**src/inc/lsbe_pkg.sv**
```systemverilog
// package of register map, field layout and timing constants for the load switch b one enable logic
`default_nettype none
package lsbe_pkg;
   // ****************************************
   // register offsets
   // ****************************************
   localparam logic [7:0] GOOD_MASK_LOW_OFS = 8'h22;  // switch_b1_good_mask_low
   localparam logic [7:0] SOURCE_AND_MASK_OFS = 8'h23;  // switch_b1_source_and_mask
   localparam logic [7:0] EDGE_DELAYS_OFS = 8'h24;  // switch_b1_edge_delays

   // ****************************************
   // reset values (the one-time-programmed defaults)
   // ****************************************
   localparam logic [7:0] GOOD_MASK_LOW_RST = 8'h00;
   localparam logic [7:0] SOURCE_AND_MASK_RST = 8'h80;
   localparam logic [7:0] EDGE_DELAYS_RST = 8'h00;

   // ****************************************
   // field positions
   // ****************************************
   localparam int MASK_SWITCH_B_TWO_BIT = 1;  // mask_switch_b_two_good
   localparam int MASK_REG_A_THREE_BIT = 0;  // mask_regulator_a_three_good
   localparam int SOURCE_LSB = 2;  // enable_source_select [4:2]
   localparam int ON_DELAY_LSB = 0;  // turn_on_delay [2:0]
   localparam int OFF_DELAY_LSB = 3;  // turn_off_delay [5:3]
   localparam int GOOD_COUNT = 10;  // power-good flags that can gate the rail

   // ****************************************
   // enable source codes
   // ****************************************
   localparam logic [2:0] SRC_INPUT_ONE = 3'h0;
   localparam logic [2:0] SRC_INPUT_TWO = 3'h1;
   localparam logic [2:0] SRC_INPUT_FIVE = 3'h2;
   localparam logic [2:0] SRC_INPUT_FOUR = 3'h3;
   localparam logic [2:0] SRC_INPUT_THREE = 3'h4;
   localparam logic [2:0] SRC_THREE_AND_FOUR = 3'h5;
   localparam logic [2:0] SRC_INPUT_SIX = 3'h6;
   localparam logic [2:0] SRC_ALWAYS_ON = 3'h7;

   // ****************************************
   // timing
   // ****************************************
   localparam int CLK_MHZ = 20;  // system clock rate
   localparam int TICK_US = 100;  // delay counter resolution in microseconds
   localparam int TICK_CYCLES = TICK_US * CLK_MHZ;  // 2000 cycles per tick
   localparam int TICKS_PER_MS = 1000 / TICK_US;  // 10 ticks per millisecond
   localparam int DELAY_W = 10;  // holds up to 64 ms in ticks

   // edge delay state machine, gray along off -> wait -> on -> wait -> off
   typedef enum logic [1:0] {
      LSBE_OFF = 2'b00,
      LSBE_ON_WAIT = 2'b01,
      LSBE_ON = 2'b11,
      LSBE_OFF_WAIT = 2'b10
   } lsbe_state_type;
endpackage
`default_nettype wire

```
**src/core/lsbe_tick_divider.sv**
```systemverilog
// divider that makes the one-cycle delay tick enable
`timescale 1ns/1ps
`default_nettype none
module lsbe_tick_divider #(
   parameter int DIVIDE = 2000  // clock cycles per tick
) (
   input wire logic clk,  // system clock
   input wire logic nrst,  // synchronous reset, active low
   input wire logic restart,  // realign the tick phase
   output logic tick  // one-cycle enable pulse
);
   // ****************************************
   // divider counter
   // ****************************************
   logic [15:0] count_reg;  // cycles left to the next tick

   // count down and fire at zero; restart realigns so a delay starts on a fresh phase
   always_ff @(posedge clk) begin
      if (!nrst || restart) begin
         count_reg <= 16'(DIVIDE - 1);
      end else if (count_reg == 16'h0) begin
         count_reg <= 16'(DIVIDE - 1);
      end else begin
         count_reg <= count_reg - 16'h1;
      end
   end

   // tick is registered so it stays glitch free
   always_ff @(posedge clk) begin
      if (!nrst) begin
         tick <= 1'b0;
      end else begin
         tick <= (count_reg == 16'h0) && !restart;
      end
   end
endmodule
`default_nettype wire

```
**src/core/lsbe_enable_logic.sv**
```systemverilog
// enable sequencing logic for the load switch b one rail
`timescale 1ns/1ps
`default_nettype none
//
// Contract
// RQ1 - low mask register masks eight rail good flags
// RQ2 - second register masks switch b two, regulator a3
// RQ3 - source field selects control input or constant one
// RQ4 - code 101 ands inputs three and four
// RQ5 - turn-on delay table, code 011 is 8 ms
// RQ6 - turn-off delay table, code 110 open
// RQ7 - delays within ten percent of nominal
// RQ8 - combine bit drives switch b two too
// RQ9 - enable is delayed input and unmasked goods
module lsbe_enable_logic #(
   parameter logic [7:0] MASK_LOW_RESET = lsbe_pkg::GOOD_MASK_LOW_RST,  // otp default
   parameter logic [7:0] SOURCE_RESET = lsbe_pkg::SOURCE_AND_MASK_RST,  // otp default
   parameter logic [7:0] DELAY_RESET = lsbe_pkg::EDGE_DELAYS_RST,  // otp default
   parameter int TICK_DIVIDE = lsbe_pkg::TICK_CYCLES  // cycles per delay tick
) (
   input wire logic clk,  // 20 MHz system clock
   input wire logic nrst,  // synchronous reset, active low
   input wire logic [7:0] regAddr,  // register offset
   input wire logic [7:0] regWrData,  // write data
   input wire logic regWrEn,  // one-cycle write strobe
   output logic [7:0] regRdData,  // registered read data, one cycle after address
   input wire logic [6:1] controlInput,  // control input pins one to six
   input wire logic [5:0] stepDownGood,  // power_good_flag of step_down_one..six
   input wire logic loadSwitchAOneGood,  // power_good_flag of load_switch_a_one
   input wire logic regulatorATwoGood,  // power_good_flag of regulator_a_two
   input wire logic regulatorAThreeGood,  // power_good_flag of regulator_a_three
   input wire logic switchBTwoGood,  // power_good_flag of switch_b_two_regulator_a_one
   input wire logic combineSwitchBEnables,  // combine bit, same clock domain
   input wire logic switchBTwoOwnEnable,  // switch b two's own enable result
   output logic switchBOneEnable,  // rail enable for load_switch_b_one
   output logic switchBTwoEnable  // rail enable for switch b two
);
   import lsbe_pkg::*;

   // ****************************************
   // configuration registers
   // ****************************************
   logic [7:0] maskLow_reg;  // switch_b1_good_mask_low
   logic [7:0] sourceMask_reg;  // switch_b1_source_and_mask
   logic [7:0] delays_reg;  // switch_b1_edge_delays

   // writes land on their offsets; reserved bits are stored as written
   always_ff @(posedge clk) begin
      if (!nrst) begin
         maskLow_reg <= MASK_LOW_RESET;
         sourceMask_reg <= SOURCE_RESET;
         delays_reg <= DELAY_RESET;
      end else if (regWrEn) begin
         case (regAddr)
            GOOD_MASK_LOW_OFS: maskLow_reg <= regWrData;  // RQ1
            SOURCE_AND_MASK_OFS: sourceMask_reg <= regWrData;  // RQ2
            EDGE_DELAYS_OFS: delays_reg <= regWrData;
            default: ;  // unmapped offsets ignore writes
         endcase
      end
   end

   // read data from a flip-flop; unmapped offsets read zero
   always_ff @(posedge clk) begin
      if (!nrst) begin
         regRdData <= 8'h00;
      end else begin
         case (regAddr)
            GOOD_MASK_LOW_OFS: regRdData <= maskLow_reg;
            SOURCE_AND_MASK_OFS: regRdData <= sourceMask_reg;
            EDGE_DELAYS_OFS: regRdData <= delays_reg;
            default: regRdData <= 8'h00;
         endcase
      end
   end

   // ****************************************
   // input synchronisers
   // ****************************************
   logic [6:1] ctlMeta_reg;  // first stage, read only by the second
   logic [6:1] ctlSync_reg;  // control pins in the clock domain
   logic [GOOD_COUNT-1:0] goodMeta_reg;  // first stage of the good flags
   logic [GOOD_COUNT-1:0] goodSync_reg;  // good flags in the clock domain
   logic [GOOD_COUNT-1:0] goodRaw;  // good flags in mask bit order

   // order: bit9 switch b two, bit8 regulator a3, bits 7..0 as the low mask register
   assign goodRaw = {switchBTwoGood, regulatorAThreeGood, regulatorATwoGood, loadSwitchAOneGood, stepDownGood};

   // pins and analog comparator outputs are asynchronous, so two flops each
   always_ff @(posedge clk) begin
      if (!nrst) begin
         ctlMeta_reg <= 6'h00;
         ctlSync_reg <= 6'h00;
         goodMeta_reg <= '0;
         goodSync_reg <= '0;
      end else begin
         ctlMeta_reg <= controlInput;
         ctlSync_reg <= ctlMeta_reg;
         goodMeta_reg <= goodRaw;
         goodSync_reg <= goodMeta_reg;
      end
   end

   // ****************************************
   // enable source and good gating
   // ****************************************
   logic selectedEnable;  // enable input chosen by the source field
   logic [GOOD_COUNT-1:0] goodMask;  // 1 removes that flag from the condition
   logic allGood;  // every unmasked flag is good

   // pick the control input for this rail
   always_comb begin
      unique case (sourceMask_reg[SOURCE_LSB +: 3])
         SRC_INPUT_ONE: selectedEnable = ctlSync_reg[1];  // RQ3
         SRC_INPUT_TWO: selectedEnable = ctlSync_reg[2];  // RQ3
         SRC_INPUT_FIVE: selectedEnable = ctlSync_reg[5];  // RQ3
         SRC_INPUT_FOUR: selectedEnable = ctlSync_reg[4];  // RQ3
         SRC_INPUT_THREE: selectedEnable = ctlSync_reg[3];  // RQ3
         SRC_THREE_AND_FOUR: selectedEnable = ctlSync_reg[3] & ctlSync_reg[4];  // RQ4
         SRC_INPUT_SIX: selectedEnable = ctlSync_reg[6];  // RQ3
         SRC_ALWAYS_ON: selectedEnable = 1'b1;  // RQ3
      endcase
   end

   // a set mask bit forces that flag's term true
   assign goodMask = {sourceMask_reg[MASK_SWITCH_B_TWO_BIT], sourceMask_reg[MASK_REG_A_THREE_BIT], maskLow_reg};  // RQ1 RQ2
   assign allGood = &(goodSync_reg | goodMask);  // RQ1 RQ2

   // ****************************************
   // edge delay lookup, in ticks
   // ****************************************
   // code 110 on the falling side has no printed value; it takes 32 ms like the rising side
   function automatic logic [DELAY_W-1:0] delayTicks(input logic [2:0] code);
      logic [DELAY_W-1:0] ms;
      ms = '0;
      case (code)
         3'h0: ms = 10'd0;
         3'h1: ms = 10'd2;
         3'h2: ms = 10'd4;
         3'h3: ms = 10'd8;
         3'h4: ms = 10'd16;
         3'h5: ms = 10'd24;
         3'h6: ms = 10'd32;
         default: ms = 10'd64;
      endcase
      delayTicks = DELAY_W'(ms * DELAY_W'(TICKS_PER_MS));
   endfunction

   logic [DELAY_W-1:0] onTicks;  // turn-on delay in ticks
   logic [DELAY_W-1:0] offTicks;  // turn-off delay in ticks
   assign onTicks = delayTicks(delays_reg[ON_DELAY_LSB +: 3]);  // RQ5
   assign offTicks = delayTicks(delays_reg[OFF_DELAY_LSB +: 3]);  // RQ6

   // ****************************************
   // delay state machine
   // ****************************************
   lsbe_state_type state_reg;  // delayed enable state
   logic [DELAY_W-1:0] remain_reg;  // ticks left in a pending delay
   logic tick;  // 100 us enable pulse
   logic startDelay;  // a new delay begins this cycle
   logic delayedEnable;  // selected enable after edge delays

   // the tick restarts at each delay start, so the wait is n whole ticks plus one cycle:
   // the error is a single clock, far inside the ten percent allowed
   lsbe_tick_divider #(
      .DIVIDE(TICK_DIVIDE)
   ) tickGen (
      .clk(clk),
      .nrst(nrst),
      .restart(startDelay),
      .tick(tick)
   );  // RQ7

   assign startDelay = ((state_reg == LSBE_OFF) && selectedEnable && (onTicks != '0)) ||
                       ((state_reg == LSBE_ON) && !selectedEnable && (offTicks != '0));

   // an edge that reverses during its wait cancels it without changing the output
   always_ff @(posedge clk) begin
      if (!nrst) begin
         state_reg <= LSBE_OFF;
      end else begin
         unique case (state_reg)
            LSBE_OFF: begin
               if (selectedEnable) begin
                  state_reg <= (onTicks == '0) ? LSBE_ON : LSBE_ON_WAIT;  // RQ5
               end
            end
            LSBE_ON_WAIT: begin
               if (!selectedEnable) begin
                  state_reg <= LSBE_OFF;  // short pulse never turns the rail on
               end else if (tick && remain_reg <= 10'd1) begin
                  state_reg <= LSBE_ON;  // RQ5
               end
            end
            LSBE_ON: begin
               if (!selectedEnable) begin
                  state_reg <= (offTicks == '0) ? LSBE_OFF : LSBE_OFF_WAIT;  // RQ6
               end
            end
            LSBE_OFF_WAIT: begin
               if (selectedEnable) begin
                  state_reg <= LSBE_ON;  // glitch low never drops the rail
               end else if (tick && remain_reg <= 10'd1) begin
                  state_reg <= LSBE_OFF;  // RQ6 RQ9
               end
            end
         endcase
      end
   end

   // load the delay at its start, count it down on each tick
   always_ff @(posedge clk) begin
      if (!nrst) begin
         remain_reg <= '0;
      end else if (startDelay) begin
         remain_reg <= (state_reg == LSBE_OFF) ? onTicks : offTicks;  // RQ5 RQ6
      end else if (tick && remain_reg != '0) begin
         remain_reg <= remain_reg - 10'd1;
      end
   end

   assign delayedEnable = (state_reg == LSBE_ON) || (state_reg == LSBE_OFF_WAIT);

   // ****************************************
   // rail enable outputs
   // ****************************************
   // registered so the switch control never sees a decode glitch
   always_ff @(posedge clk) begin
      if (!nrst) begin
         switchBOneEnable <= 1'b0;
         switchBTwoEnable <= 1'b0;
      end else begin
         switchBOneEnable <= delayedEnable && allGood;  // RQ9
         switchBTwoEnable <= combineSwitchBEnables ? (delayedEnable && allGood) : switchBTwoOwnEnable;  // RQ8
      end
   end
endmodule
`default_nettype wire

```
**config.mk**
```make
export PLATFORM = sky130hd
export DESIGN_NAME = lsbe_enable_logic
export DESIGN_NICKNAME = d
export VERILOG_FILES = /design/src/inc/lsbe_pkg.sv /design/src/core/lsbe_tick_divider.sv /design/src/core/lsbe_enable_logic.sv
export SDC_FILE = /design/constraint.sdc
export NUM_CORES = 1
export LEC_CHECK = 0
export BUFFER_PORTS_ARGS = -buffer_cell sky130_fd_sc_hd__buf_2
export CELL_PAD_IN_SITES_DETAIL_PLACEMENT = 1
export CELL_PAD_IN_SITES_GLOBAL_PLACEMENT = 2
export CORE_ASPECT_RATIO = 0.8
export CORE_UTILIZATION = 33
export DETAILED_ROUTE_END_ITERATION = 7
export PLACE_DENSITY_LB_ADDON = 0.1
export SETUP_SLACK_MARGIN = 0.02
export SLEW_MARGIN = 5
export SYNTH_ARGS = -nofsm -noshare
export SYNTH_HDL_FRONTEND = slang
export SYNTH_SLANG_ARGS = --single-unit
```
**constraint.sdc**
```tcl
create_clock -name clk -period 3 [get_ports clk]
set_input_delay 0.15 -clock clk [delete_from_list [all_inputs] [get_ports clk]]
set_output_delay 0.15 -clock clk [all_outputs]
set_load 0.02 [all_outputs]
```
### Word level (Yosys, flattened, before mapping)

Index checks and enable logic that the tools add are counted.

| storage, ports and cells | value |
|---|---|
| output and inout bits | 10 |
| register bits | 95 |
| logic and storage cells | 98 |
| input bits | 37 |

| operators by class | value |
|---|---|
| add/subtract/negate cells | 2 |
| order comparisons | 1 |
| multiply operators | 2 |
| reductions and logical operators | 31 |
| muxes and demuxes | 17 |
| eq/ne operators | 29 |
| bitwise operators | 2 |

Operator list:

| operator | count |
|---|---|
| $pmux W7 S7 | 2 |
| $eq A3 B3 Y1 const B | 10 |
| $mux W10 | 3 |
| $reduce_bool A10 Y1 | 3 |
| $eq A8 B6 Y1 const B | 3 |
| $pmux W8 S3 | 1 |
| $logic_not A10 Y1 | 2 |
| $mul A10 B3 Y9 const B | 2 |
| $eq A3 B2 Y1 const B | 6 |
| $logic_not A16 Y1 | 1 |
| $mux W2 | 8 |
| $sub A16 B1 Y16 const B | 1 |
| $le A10 B1 Y1 const B | 1 |
| $or A10 B10 Y10 | 1 |
| $reduce_and A10 Y1 | 1 |
| $sub A10 B1 Y10 const B | 1 |
| $eq A3 B1 Y1 const B | 3 |
| $logic_not A3 Y1 | 3 |
| $logic_and A1 B1 Y1 | 8 |
| $pmux W1 S8 | 1 |
| $pmux W2 S4 | 1 |
| $ne A3 B3 Y1 const B | 2 |
| $reduce_and A2 Y1 | 3 |
| $eq A2 B2 Y1 const B | 2 |
| other kinds (10) | 15 |

### Logic depth before layout (Yosys ltp)

Gate-level depths: netlist of the first run.

| depth | value |
|---|---|
| word-level depth | 8 |
| gate-level depth with buffers | 12 |
| mapped depth without buffers | 11 |

### Modules after synthesis

Synthesis of the first run repeated with hierarchy kept, for this count alone.

| unflattened totals | value |
|---|---|
| cells, all modules | 479 |
| area total of the unflattened synthesis | 4516.8 µm² |

By module, submodules not included:

| module | instances | area each (µm²) | sequential area each (µm²) | cells an instance |
|---|---|---|---|---|
| lsbe_enable_logic | 1 | 3766.1 | 1561.5 | 400 |
| lsbe_tick_divider | 1 | 750.7 | 340.3 | 79 |

### Least setup slack after synthesis of the first run

Ideal clock, no wire load.

| timing path | value |
|---|---|
| path type | register to register |
| start | register delays_reg[5] |
| end | register tickGen.count_reg[3] |
| clock period less this slack | 3.072 ns |
| required time | 2.859 ns |
| slack | -0.072 ns |
| cell stages (with the launch flop) | 11 |
| library setup time | 0.141 ns |
| path buffers | 1 |
| arrival | 2.931 ns |
| cells stage by stage | dfxtp_1 > clkbuf_1 > nor2b_1 > o21a_1 > ha_1 > fa_1 > xor2_1 > a2111oi_2 > o211ai_1 > a211oi_4 > nand4_1 |

| on the way | value |
|---|---|
| longest elaborated chain between the ends | 8 |
| elaborated cells between the ends (all ways) | 14 |
| those cells by class | mul: 1; eq/ne: 6; mux: 1; reduce/logical: 6 |

Ends and longest elaborated chain:

| item | line | source |
|---|---|---|
| start: declaration | lsbe_enable_logic.sv:45 | `logic [7:0] delays_reg;` |
| start signal: assignment | lsbe_enable_logic.sv:57 | `EDGE_DELAYS_OFS: delays_reg <= regWrData;` |
| $eq A3 B3 Y1, or another cell as far along | lsbe_enable_logic.sv:136 | `case (code)` |
| $pmux W7 S7 * | lsbe_enable_logic.sv:136 |  |
| $mul A10 B3 Y9 * | lsbe_enable_logic.sv:146 | `delayTicks = DELAY_W'(ms * DELAY_W'(TICKS_PER_MS));` |
| $reduce_bool A10 Y1 * | lsbe_enable_logic.sv:175 | `((state_reg == LSBE_ON) && !selectedEnable && (offTicks != '0));` |
| $logic_and A1 B1 Y1 * | lsbe_enable_logic.sv:175 |  |
| $logic_or A1 B1 Y1 * | lsbe_enable_logic.sv:174 | `assign startDelay = ((state_reg == LSBE_OFF) && selectedEnable && (onTicks != '0)) \|\|` |
| $logic_or A1 B1 Y1 * | lsbe_tick_divider.sv:19 | `if (!nrst \|\| restart) begin` |
| $reduce_or A2 Y1 (no source line) * | - |  |
| end signal: assignment | lsbe_tick_divider.sv:20 | `count_reg <= 16'(DIVIDE - 1);` |
| end signal: assignment | lsbe_tick_divider.sv:22 | `count_reg <= 16'(DIVIDE - 1);` |
| end signal: assignment | lsbe_tick_divider.sv:24 | `count_reg <= count_reg - 16'h1;` |
| end: declaration | lsbe_tick_divider.sv:15 | `logic [15:0] count_reg;` |

Mark *: on every way between the ends. The rest lies on a longest branch, timed or not.
A chain may end at the register's enable or synchronous reset.

### Worst setup path in the final report of the first run

| timing path | value |
|---|---|
| start | register delays_reg[4] |
| end | register tickGen.count_reg[8] |

The elaborated chain is that of the path after synthesis.

==> results, run 1 <==
- The die outline area is 13900 sq um.
- The first global-routing pass estimated 19400 um of wire.
- Max-cap violations in this run came to 0.
- The arrival time of the worst setup path is 3.18 ns.
- The CTS clock-pin slew for the worst setup and hold paths is 0.08 ns.
- The TritonCTS buffer count is 9.
- The top cell types in the final layout, fill and taps aside, are dfxtp_1, buf_2, nand3_1.
- The flow ran to the end, and the final reports show no timing, DRC or antenna violations.
- After Yosys synthesis, full adders, half adders and majority gates account for between 6 and 7% of the synthesized area.
- The multiplexer fraction of the synthesized cell area is under 10%.
- The total clock sinks is 95.
- The count of nets after finishing is 604.
- The highest net fanout along the worst path is 6.
- After global routing, the most crowded layer is met1.
- The instance area after placement is between 4000 and 5000 sq um.
- After Yosys synthesis, XOR and XNOR cells account for 3.76% of the synthesized area.
- The number of buffers inserted by port buffering is 46.
- Yosys mapped a number of flops with a built-in enable equal to 0.
- The number of antenna violations at the first check in global routing is 0.
- At the later pin of the worst-skew pair, clock insertion delay measures 0.36 ns.
- By area, the combinational part of the netlist is dominated by simple AND/OR/NAND/NOR gates.
- The initialized floorplan defines 37 standard-cell rows.
- The library cell used most frequently in the layout, excluding fill and tap cells, is dfxtp_1.
- Dividing the detail-routed via count by the number of cells gives 5.11.
- The area share of and/or/nand/nor cells after synthesis is between 20% and 30%.
- The max-slew violation total from the final report is 0.
- In this run the tightest slew margin relative to its limit is 37.9%.
- The fraction of registers with async set or reset after synthesis is 0%.
- The maximum clock skew at final layout is 0.00980 ns.
- The worst setup path is captured at a flip-flop.
- Based on the critical path, the design can be clocked at up to around 340 MHz.
- The starting density of the core is 34.1%.
- Synthesis instantiated 64 different standard cells from the library.
- Of the cells placed in the final design, the portion with a size suffix greater than 1 is 22.0%.
- The total overflow left after global routing is 0.
- For the worst setup path, the data required time is roughly 3.2 ns.
- The maximum buffer depth of the clock tree is 2.
- After layout, the worst setup slack is 0.0396 ns.
- The synthesized design spends more area on one cell type than any other, namely dfxtp_1.
- The root buffer cell chosen for the clock tree is clkbuf_16.
- Setup repair after global routing could not meet its margin everywhere.
- The worst setup slack before clock tree synthesis is -0.0924 ns.
- In the global route stage, met3 resource usage came out at 4.43%.
- The number of remaining DRC errors is 0.
- The total standard cell area after synthesis is roughly 4400 sq um.
- The type of origin of the critical path is a flip-flop.
- The worst hold path class is in -> reg.
- The post-synthesis area per instance is 9.37 sq um.
- The area overhead of the layout relative to synthesis is 26.3%.
- The synthesized netlist devotes 15.4% of its cell area to compound gates.
- The fraction of met1 tracks used by global routing is 26.0%.
- In this run the horizontal extent of the chip is 131 um.
- Sorting the synthesized cells by area gives the leading types as dfxtp_1, ha_1, and2_1.
- Across all layers, the routed design uses 3706 vias.
- The measured slew at the worst slew-check pin is 0.930 ns.
- In this run the vertical extent of the chip is 106 um.
- Synthesis produced a netlist whose cell count is 472.
- Pin placement for this block handled 47 I/O pins.
- Global routing consumed, over all layers together, approximately 18% of the routing resources.
- The setup violation total in the final timing report is 0.
- Power spread over the standard cell area amounts to a little under 500 nW/um^2.
- The proportion of netlist area held by the largest area contributor is 43.0%.
- The last weighted congestion value of the routability-driven placer is 0.833.
- The via count of the first global-routing pass came to roughly 3800.
- The worst vdd rail ir drop is about 0.38 mV.
- The final design area excluding fillers is 5580 sq um.
- The global-route met2 utilization is 25.3%.
- The mean routed wirelength per cell is 16.1 um.
- The number of routed nets with antenna violations is 0.
- The HPWL after detailed placement is 8320 um.
- Entering global routing, the biggest net connects 43 pins.
- After detailed routing, the total wire length is 11600 um.
- Counting every net in the synthesized netlist gives 531.
- The kind of critical path is reg -> reg.
- The number of hold violations in the final report is 0.
- The time the worst path needs with I/O delays and setup is 2.96 ns.
- The CTS H-tree depth is 3.
- The post-route fraction of the period consumed by the critical path is 98.7%.
- The synthesized design contains 95 register bits.
- In this run, the number of DRC markers left after iteration 0 of detailed routing was ~280.
- The first-pass iteration count of the detailed router is 4.
- The number of antenna diodes in the final layout is 0.
- The core region is 13000 sq um.
- Sequential cells were found to cover 43.0% of the synthesized design area.
- The top flip-flop cell by instance count after synthesis is dfxtp_1.
- The flip-flop count of the largest register, all copies and words added is 16.
- The synthesis warning total is 0.
- TritonCTS built the clock tree.
- The leakage dissipation is 2.17 nW.
-- report_power, final --
part | total [mW] | internal, mW | switching (mW)
clock network | 1.17 | 0.599 | 0.573
registers | 1.31 | 1.29 | 0.0190
logic | 0.292 | 0.128 | 0.163
-- synth_stat cells, types with 3 or more instances --
cell type	n
o211ai_1	4
xnor2_1	10
mux2_2	3
nor4_1	5
nor3_1	13
a311oi_1	3
and2_1	35
nor2_1	23
nand2b_1	4
nand3_1	38
xor2_1	9
a21oi_1	30
clkbuf_1	17
mux2i_1	8
nor3_2	3
a222oi_1	8
o22ai_1	5
or3_1	4
buf_2	5
nand4_1	5
o21ai_0	5
nand2_1	35
a211oi_1	8
dfxtp_1	95
nor2b_1	7
or4_1	3
nor3b_1	4
inv_1	12
ha_1	20
-- per-layer routing --
metal	vias up	share of wire [%]	wire [um]
met5	-	0	0
met2	79	42	4850
li1	1862	-	-
met4	0	1.2	138
met1	1757	52	6080
met3	8	5.0	587
-- timing repair --
item                                   CTS  global route
resized for setup                        4            21
endpoints found under the hold margin   15             1
setup endpoints to repair               19            22
gates cloned                             0             1
hold buffers                            15             1
pin swaps                                0             8
buffers inserted                         0             4
-- final timing paths --
path                               from                               to  slack [ns]  cells past startpoint
max          delays_reg[4]$_SDFFE_PN0P_  tickGen.count_reg[8]$_SDFF_PP1_        0.04                     12
min                 switchBTwoOwnEnable      switchBTwoEnable$_SDFF_PN0_        0.06                      3
max reg2reg  delays_reg[4]$_SDFFE_PN0P_  tickGen.count_reg[8]$_SDFF_PP1_        0.04                     12
min reg2reg   ctlMeta_reg[6]$_SDFF_PN0_        ctlSync_reg[6]$_SDFF_PN0_        0.44                      1
-- worst max-delay path: stages (launching register included) --
cell       delay (ns)
dfxtp_4          0.39
nor2b_4          0.13
o21a_1           0.20
ha_2             0.19
ha_4             0.17
fa_2             0.44
a211o_1          0.32
nand3_1          0.12
o211ai_1         0.10
buf_4            0.18
a211oi_4         0.31
clkbuf_16        0.21
nand3_1          0.06
-- final cells by class --
cell class                      count  area, sq um
Clock buffer                        9          225
Clock inverter                      7         78.8
Fill cell                        1488         7380
Inverter                           12         45.0
Multi-Input combinational cell    343         2510
Sequential cell                    95         1910
Tap cell                          175          219
Timing Repair Buffer               84          598
-- logic make-up after synthesis --
logic type / count (synthesis)
flops: 95
buf+inv: 34
fa+ha+maj: 22
compound gates: 92
simple gates: 199
xor+xnor: 19
mux: 11
-- per-stage QoR --
step | hold WS (ns) | power, mW | TNS [ns] | cells | util (%)
6_report | 0.0566 | 2.78 | 0 | 725 | 43.1
3_5_place_dp | 0.360 | 1.61 | -0.764 | 688 | 38.0
3_3_place_gp | 0.355 | 1.61 | 0 | 688 | 38.0
5_1_grt | 0.0640 | 2.90 | -0.596 | 725 | 43.1
4_1_cts | 0.000827 | 2.81 | 0 | 719 | 41.6
2_1_floorplan | 0.277 | 1.52 | 0 | 472 | -
Note: power is estimated with default switching activity, not from simulation.
==> run 2: changes to the inputs <==
--- a/config.mk
+++ b/config.mk
@@ -12,7 +12,7 @@
 export CORE_UTILIZATION = 33
 export DETAILED_ROUTE_END_ITERATION = 7
 export PLACE_DENSITY_LB_ADDON = 0.1
-export SETUP_SLACK_MARGIN = 0.02
+export SETUP_SLACK_MARGIN = 0.2
 export SLEW_MARGIN = 5
 export SYNTH_ARGS = -nofsm -noshare
 export SYNTH_HDL_FRONTEND = slang
==> run 2 against run 1 <==
Against the previous run:
- worst hold slack worse by 0.042 ns
- register-to-register slack better by 0.05 ns
- global-route usage is 0.40 points higher
- sequential share of layout area is 0.76 points lower
- power is 2.5% higher
- flip-flop and latch count stayed put
- clock skew is 0.0024 ns lower
- non-clock buffer count is 7 higher
- clock power is 5% higher
- via count is 3.4% higher
- wire length is 6.6% higher
- largest cell class unchanged
- highest routed layer unchanged
==> results, run 2 (synthesis results as in run 1) <==
- The maximum buffer depth of the clock tree is 2 (unchanged).
- The time the worst path needs with I/O delays and setup is 2.91 ns (was 2.96 ns).
- The chip height is 106 um (unchanged).
- The starting density of the core came to 34.1% (unchanged).
- The number of routed nets with antenna violations came to 0 (unchanged).
- The flip-flop count of the largest register, all copies and words added came to 16 (unchanged).
- The CTS tree is built (unchanged).
- The reported net switching power is 0.746 mW (was 0.755 mW).
- The power density over the cells is 498 nW/um^2 (was 497 nW/um^2).
- The number of placed instances with taps included is 694 (was 688).
- The total track usage was 18.1% (was 17.7%).
- The count of inserted antenna diode cells is 0 (unchanged).
- The worst vdd rail ir drop is 0.347 mV (was 0.376 mV).
- The vias per cell is 5.23 (was 5.11).
- The master cell of the clock root buffer was clkbuf_16 (unchanged).
- The relative contribution of combinational cells to total power was 10.7% (was 10.5%).
- The TritonCTS buffer count is 9 (unchanged).
- The number of antenna violations at the first check in global routing came to 0 (unchanged).
- The final cell count without fillers is 733 (was 725).
- The CTS H-tree depth is 3 (unchanged).
- The max capacitance violation total is 0 (unchanged).
- The overall routed net length is 12400 um (was 11600 um).
- The area inside the core boundary is 13000 sq um (unchanged).
- The total clock sinks was 95 (unchanged).
- The post-route fraction of the period consumed by the critical path is 96.9% (was 98.7%).
- The last weighted congestion value of the routability-driven placer was 0.838 (was 0.833).
- The maximum clock skew at final layout was 0.00742 ns (was 0.00980 ns).
- The number of hold violations in the final report was 0 (unchanged).
- The worst setup slack before clock tree synthesis is -0.113 ns (was -0.0924 ns).
- The utilization after layout is 44.1% (was 43.1%).
- The first-pass iteration count of the detailed router was 5 (was 4).
- The critical path capture point type is a flip-flop (unchanged).
- The measured slew at the worst slew-check pin is 1.14 ns (was 0.930 ns).
- The leakage dissipation is 2.22 nW (was 2.17 nW).
- The worst max-slew margin expressed relative to the limit is 23.3% (was 37.9%).
- Unrepaired setup endpoints after global routing: true (unchanged).
- The switching share of power is 26.2% (was 27.2%).
- The CTS clock-pin slew for the worst setup and hold paths is 0.07 ns (was 0.08 ns).
- The die outline area is 13900 sq um (unchanged).
- The mean routed wirelength per cell came to 16.9 um (was 16.1 um).
- The die span in x is 131 um (unchanged).
- The aggregate global routing overflow is 0 (unchanged).
- The setup slack after layout came to 0.0937 ns (was 0.0396 ns).
- The number of remaining DRC errors is 0 (unchanged).
- The arrival time of the worst setup path is 3.12 ns (was 3.18 ns).
- The clock network latency to the later pin of the worst-skew pair is 0.35 ns (was 0.36 ns).
- The wire length of the first global-routing pass is 19700 um (was 19400 um).
- The footprint of the multi-input gates was 2560 sq um (was 2510 sq um).
- The HPWL after detailed placement is 8660 um (was 8320 um).
- The count of nets after finishing is 612 (was 604).
- The leading cell type in the layout, fill and taps excluded is dfxtp_1 (unchanged).
- The setup violation total in the final timing report was 0 (unchanged).
- The fraction of power consumed by sequential logic is 46.2% (was 47.3%).
- The max-slew violation total from the final report is 0 (unchanged).
- The number of buffers inserted by port buffering is 46 (unchanged).
- The fraction of power consumed by the clock network is 43.2% (was 42.2%).
- The kind of critical path was reg -> reg (unchanged).
- The via count is 3831 (was 3706).
- The worst hold path class was in -> reg (unchanged).
- The count of routing violations after the opening detailed-route iteration came to 214 (was 276).
- The proportion of layout cells with a drive suffix above 1 is 25.3% (was 22.0%).
- The area overhead of the layout relative to synthesis is 29.2% (was 26.3%).
- The via count of the first global-routing pass is 3859 (was 3770).
- The count of fill cells added during filler insertion is 1502 (was 1488).
- Run status: completed (unchanged).
- The type of origin of the critical path is a flip-flop (unchanged).
- The internal power summed over all cells is 2.10 mW (was 2.02 mW).
- The total negative slack for setup checks was 0 ns (unchanged).
- The peak clock frequency supported by timing came to 344 MHz (was 338 MHz).
- The flip-flop and latch area is 1910 sq um (unchanged).
- Commonest cells after routing, fill and taps aside: dfxtp_1, buf_2, nand3_1 (unchanged).
- The number of core rows is 37 (unchanged).
- The pin count of the biggest net entering global routing is 43 (unchanged).
- The highest net fanout along the worst path is 7 (was 6).
- The required arrival time at the worst endpoint is 3.21 ns (was 3.22 ns).
- The boundary pin count is 47 (unchanged).
## run 2: changes by cell type in the layout (fill, tap and decap cells not counted), sizes merged
| cell | change |
|---|---|
| buf | +10 |
| bufinv | +1 |
| clkbuf | -1 |
| clkinv | +3 |
| dlygate4sd3 | -2 |
| inv | -4 |
| o211ai | +1 |
## run 2: path summary, 6_finish.rpt
path / start / cells after the start / slack [ns] / to
min: regulatorAThreeGood / 2 / 0.01 / goodMeta_reg[8]$_SDFF_PN0_
max: delays_reg[4]$_SDFFE_PN0P_ / 13 / 0.09 / tickGen.count_reg[3]$_SDFF_PP1_
max reg2reg: delays_reg[4]$_SDFFE_PN0P_ / 13 / 0.09 / tickGen.count_reg[3]$_SDFF_PP1_
min reg2reg: goodMeta_reg[4]$_SDFF_PN0_ / 1 / 0.44 / goodSync_reg[4]$_SDFF_PN0_
## run 2: stage by stage
step | power [mW] | hold WS, ns | instance area [sq um]
6_report | 2.85 | 0.0144 | 5710
5_1_grt | 2.95 | 0.0220 | 5710
4_1_cts | 2.86 | 0.00497 | 5580
3_5_place_dp | 1.62 | 0.360 | 4970
3_3_place_gp | 1.61 | 0.356 | 4970
2_1_floorplan | 1.52 | 0.277 | 4440
## run 2: cell type report
type,instances,share of cell area (%)
Timing Repair Buffer,91,11.5
Inverter,12,0.789
Clock buffer,9,3.94
Sequential cell,95,33.5
Clock inverter,7,1.75
Multi-Input combinational cell,344,44.8
Tap cell,175,3.83
## run 2: metal layers
metal	part of all wire [%]	GRT usage [%]	vias up
met1	52	25.7	1874
li1	-	-	1881
met3	3.5	4.33	9
met2	44	27.4	67
met4	0.97	4.49	0
met5	0	0	-
## run 2: power by group through the flow
stage / logic, mW / registers, mW / clock network [mW]
after floorplan: 0.177 / 1.34 / 0
after global placement: 0.270 / 1.34 / 0
after detailed placement: 0.271 / 1.35 / 0
after CTS: 0.295 / 1.31 / 1.25
after global routing: 0.332 / 1.32 / 1.30
final: 0.304 / 1.31 / 1.23
## run 2: timing repair
item                       CTS  global route
setup endpoints to repair   28            28
hold buffers                14             0
cloned                       1             1
hold endpoints to repair    14             0
pin swaps                    5             4
gates resized for setup     18            18
setup buffers                4             3
## run 2: worst max-delay path: stages (launching register included)
cell and delay (ns):
dfxtp_4 0.38, nor2b_1 0.14, o21a_1 0.19, buf_6 0.12
ha_4 0.22, fa_2 0.42, xor2_2 0.18, a2111oi_4 0.24
o211ai_1 0.15, buf_4 0.19, a211oi_4 0.20, buf_6 0.16
buf_12 0.11, nand4_1 0.08
==> run 3: changes to the inputs <==
--- a/config.mk
+++ b/config.mk
@@ -9,7 +9,8 @@
 export CELL_PAD_IN_SITES_DETAIL_PLACEMENT = 1
 export CELL_PAD_IN_SITES_GLOBAL_PLACEMENT = 2
 export CORE_ASPECT_RATIO = 0.8
-export CORE_UTILIZATION = 33
+export CORE_UTILIZATION = 34
+export CTS_BUF_LIST = sky130_fd_sc_hd__clkbuf_4
 export DETAILED_ROUTE_END_ITERATION = 7
 export PLACE_DENSITY_LB_ADDON = 0.1
 export SETUP_SLACK_MARGIN = 0.2
==> run 3 against run 2 <==
Against the previous run:
- combinational power is 5% higher
- highest routed layer unchanged
- via count is 0.76% lower
- maximum frequency is 0.58% higher
- die area is 2.9% lower
- core utilization is 1.0 points higher
==> results, run 3 (synthesis results as in run 1) <==
- Run status: completed (unchanged).
- Unrepaired setup endpoints after global routing: true (unchanged).
- The master cell of the clock root buffer is clkbuf_4 (was clkbuf_16).
- The leading cell type in the layout, fill and taps excluded is dfxtp_1 (unchanged).
- The aggregate global routing overflow is 0 (unchanged).
- The count of routing violations after the opening detailed-route iteration is 156 (was 214).
- The total chip power is 2.29 mW (was 2.85 mW).
- The die outline area is 13500 sq um (was 13900 sq um).
- The total negative slack for setup checks came to 0 ns (unchanged).
- The critical path capture point type is a flip-flop (unchanged).
- The CTS clock-pin slew for the worst setup and hold paths came to 0.16 ns (was 0.07 ns).
- The time the worst path needs with I/O delays and setup came to 2.89 ns (was 2.91 ns).
- The reported net switching power came to 0.664 mW (was 0.746 mW).
- The via count is 3802 (was 3831).
- The number of core rows is 36 (was 37).
- The relative contribution of combinational cells to total power was 13.9% (was 10.7%).
- The post-route fraction of the period consumed by the critical path came to 96.3% (was 96.9%).
- The boundary pin count is 47 (unchanged).
- The TritonCTS buffer count is 9 (unchanged).
- The die span in x is 130 um (was 131 um).
- The register-to-register setup slack is 0.11 ns (was 0.09 ns).
- The chip height came to 104 um (was 106 um).
- The count of nets after finishing is 620 (was 612).
- The smallest hold slack came to 0.0840 ns (was 0.0144 ns).
- The maximum buffer depth of the clock tree was 2 (unchanged).
- The total track usage is 18.4% (was 18.1%).
- The required arrival time at the worst endpoint was 3.34 ns (was 3.21 ns).
- The instance area after placement is 4930 sq um (was 4970 sq um).
- The power density over the cells is 409 nW/um^2 (was 498 nW/um^2).
- The proportion of layout cells with a drive suffix above 1 was 23.9% (was 25.3%).
- The max-slew violation total from the final report is 0 (unchanged).
- The origin of the worst min-delay path was regAddr[0] (was regulatorAThreeGood).
- The via count of the first global-routing pass is 3724 (was 3859).
- The internal power summed over all cells is 1.63 mW (was 2.10 mW).
- Commonest cells after routing, fill and taps aside: dfxtp_1, buf_2, nand3_1 (unchanged).
- The overall routed net length is 11800 um (was 12400 um).
- The first-pass iteration count of the detailed router is 5 (unchanged).
- The count of inserted antenna diode cells is 0 (unchanged).
- The mean routed wirelength per cell was 16.0 um (was 16.9 um).
- The measured slew at the worst slew-check pin is 1.03 ns (was 1.14 ns).
- The worst vdd rail ir drop is 0.269 mV (was 0.347 mV).
- The number of antenna violations at the first check in global routing is 0 (unchanged).
- The source of the worst register-to-register timing path is delays_reg[5]$_SDFFE_PN0P_ (was delays_reg[4]$_SDFFE_PN0P_).
- The starting density of the core was 35.6% (was 34.1%).
- The max capacitance violation total was 0 (unchanged).
- The clock network latency to the later pin of the worst-skew pair came to 0.45 ns (was 0.35 ns).
- The area overhead of the layout relative to synthesis is 26.7% (was 29.2%).
- The number of hold violations in the final report came to 0 (unchanged).
- The utilization after layout is 45.1% (was 44.1%).
- The total clock sinks is 95 (unchanged).
- The CTS H-tree depth is 3 (unchanged).
- The CTS tree is built (unchanged).
- The type of origin of the critical path is a flip-flop (unchanged).
- The flip-flop count of the largest register, all copies and words added was 16 (unchanged).
- The fraction of power consumed by sequential logic is 57.3% (was 46.2%).
- The number of routed nets with antenna violations is 0 (unchanged).
- The peak clock frequency supported by timing is 346 MHz (was 344 MHz).
- The maximum clock skew at final layout is 0.0190 ns (was 0.00742 ns).
- The vias per cell is 5.16 (was 5.23).
- The start point of the critical path is delays_reg[5]$_SDFFE_PN0P_ (was delays_reg[4]$_SDFFE_PN0P_).
- The worst hold path class is in -> reg (unchanged).
- The highest net fanout along the worst path is 7 (unchanged).
- The fraction of power consumed by the clock network is 28.8% (was 43.2%).
- The worst max-slew margin expressed relative to the limit is 31.1% (was 23.3%).
- The last weighted congestion value of the routability-driven placer is 0.835 (was 0.838).
- The number of remaining DRC errors is 0 (unchanged).
- The pin count of the biggest net entering global routing was 43 (unchanged).
- The arrival time of the worst setup path came to 3.23 ns (was 3.12 ns).
- The count of fill cells added during filler insertion is 1439 (was 1502).
- The number of buffers inserted by port buffering is 46 (unchanged).
- The setup violation total in the final timing report is 0 (unchanged).
- The switching share of power is 28.9% (was 26.2%).
- The area inside the core boundary is 12400 sq um (was 13000 sq um).
- The wire length of the first global-routing pass is 19300 um (was 19700 um).
- The final design area excluding fillers is 5600 sq um (was 5710 sq um).
- The leakage dissipation is 2.18 nW (was 2.22 nW).
- The HPWL after detailed placement is 8500 um (was 8660 um).
- The kind of critical path is reg -> reg (unchanged).
run 3: power groups by stage:
stage / clock network (mW) / registers [mW] / logic (mW)
finish: 0.661 / 1.31 / 0.319
global route: 0.748 / 1.32 / 0.348
CTS: 0.698 / 1.32 / 0.304
detailed placement: 0 / 1.34 / 0.267
global placement: 0 / 1.34 / 0.271
floorplan: 0 / 1.34 / 0.177
run 3: through the flow:
step | cells | worst slack (ns)
3_3_place_gp | 685 | 0.0125
4_1_cts | 732 | 0.152
3_5_place_dp | 685 | -0.0500
5_1_grt | 737 | 0.00544
6_report | 737 | 0.111
2_1_floorplan | 472 | 0.0874
run 3: worst paths after layout:
check	to	cells after the start
max	tickGen.count_reg[3]$_SDFF_PP1_	13
min	maskLow_reg[7]$_SDFFE_PN0P_	4
max reg2reg	tickGen.count_reg[3]$_SDFF_PP1_	13
min reg2reg	ctlSync_reg[6]$_SDFF_PN0_	1
run 3: what timing repair did:
item,CTS,global route
gates cloned,1,0
hold endpoints to repair,41,0
setup buffers,3,5
resized for setup,20,17
pin swaps,5,3
hold buffers,27,0
endpoints found under the setup margin,28,24
run 3: layer usage:
layer / wire length (um) / global-route usage [%]
met5: 0 / 0
met4: 108 / 4.49
met3: 543 / 3.76
met2: 5070 / 27.2
met1: 6050 / 27.1
run 3: worst max-delay path, cell delays in order, from the launching register on:
cell,delay [ns]
dfxtp_4,0.40
nor2b_4,0.13
o21a_1,0.21
buf_6,0.12
ha_4,0.21
fa_2,0.43
xor2_4,0.18
a2111oi_4,0.22
o211ai_1,0.14
buf_4,0.18
a211oi_4,0.20
buf_6,0.16
buf_12,0.11
nand4_1,0.08
run 3: cell type report:
cell class | count | area (sq um) | share of cell area, %
Inverter | 12 | 45.0 | 0.804
Clock inverter | 7 | 67.6 | 1.21
Sequential cell | 95 | 1910 | 34.1
Multi-Input combinational cell | 343 | 2550 | 45.6
Clock buffer | 9 | 67.6 | 1.21
Tap cell | 171 | 214 | 3.82
Timing Repair Buffer | 100 | 743 | 13.3
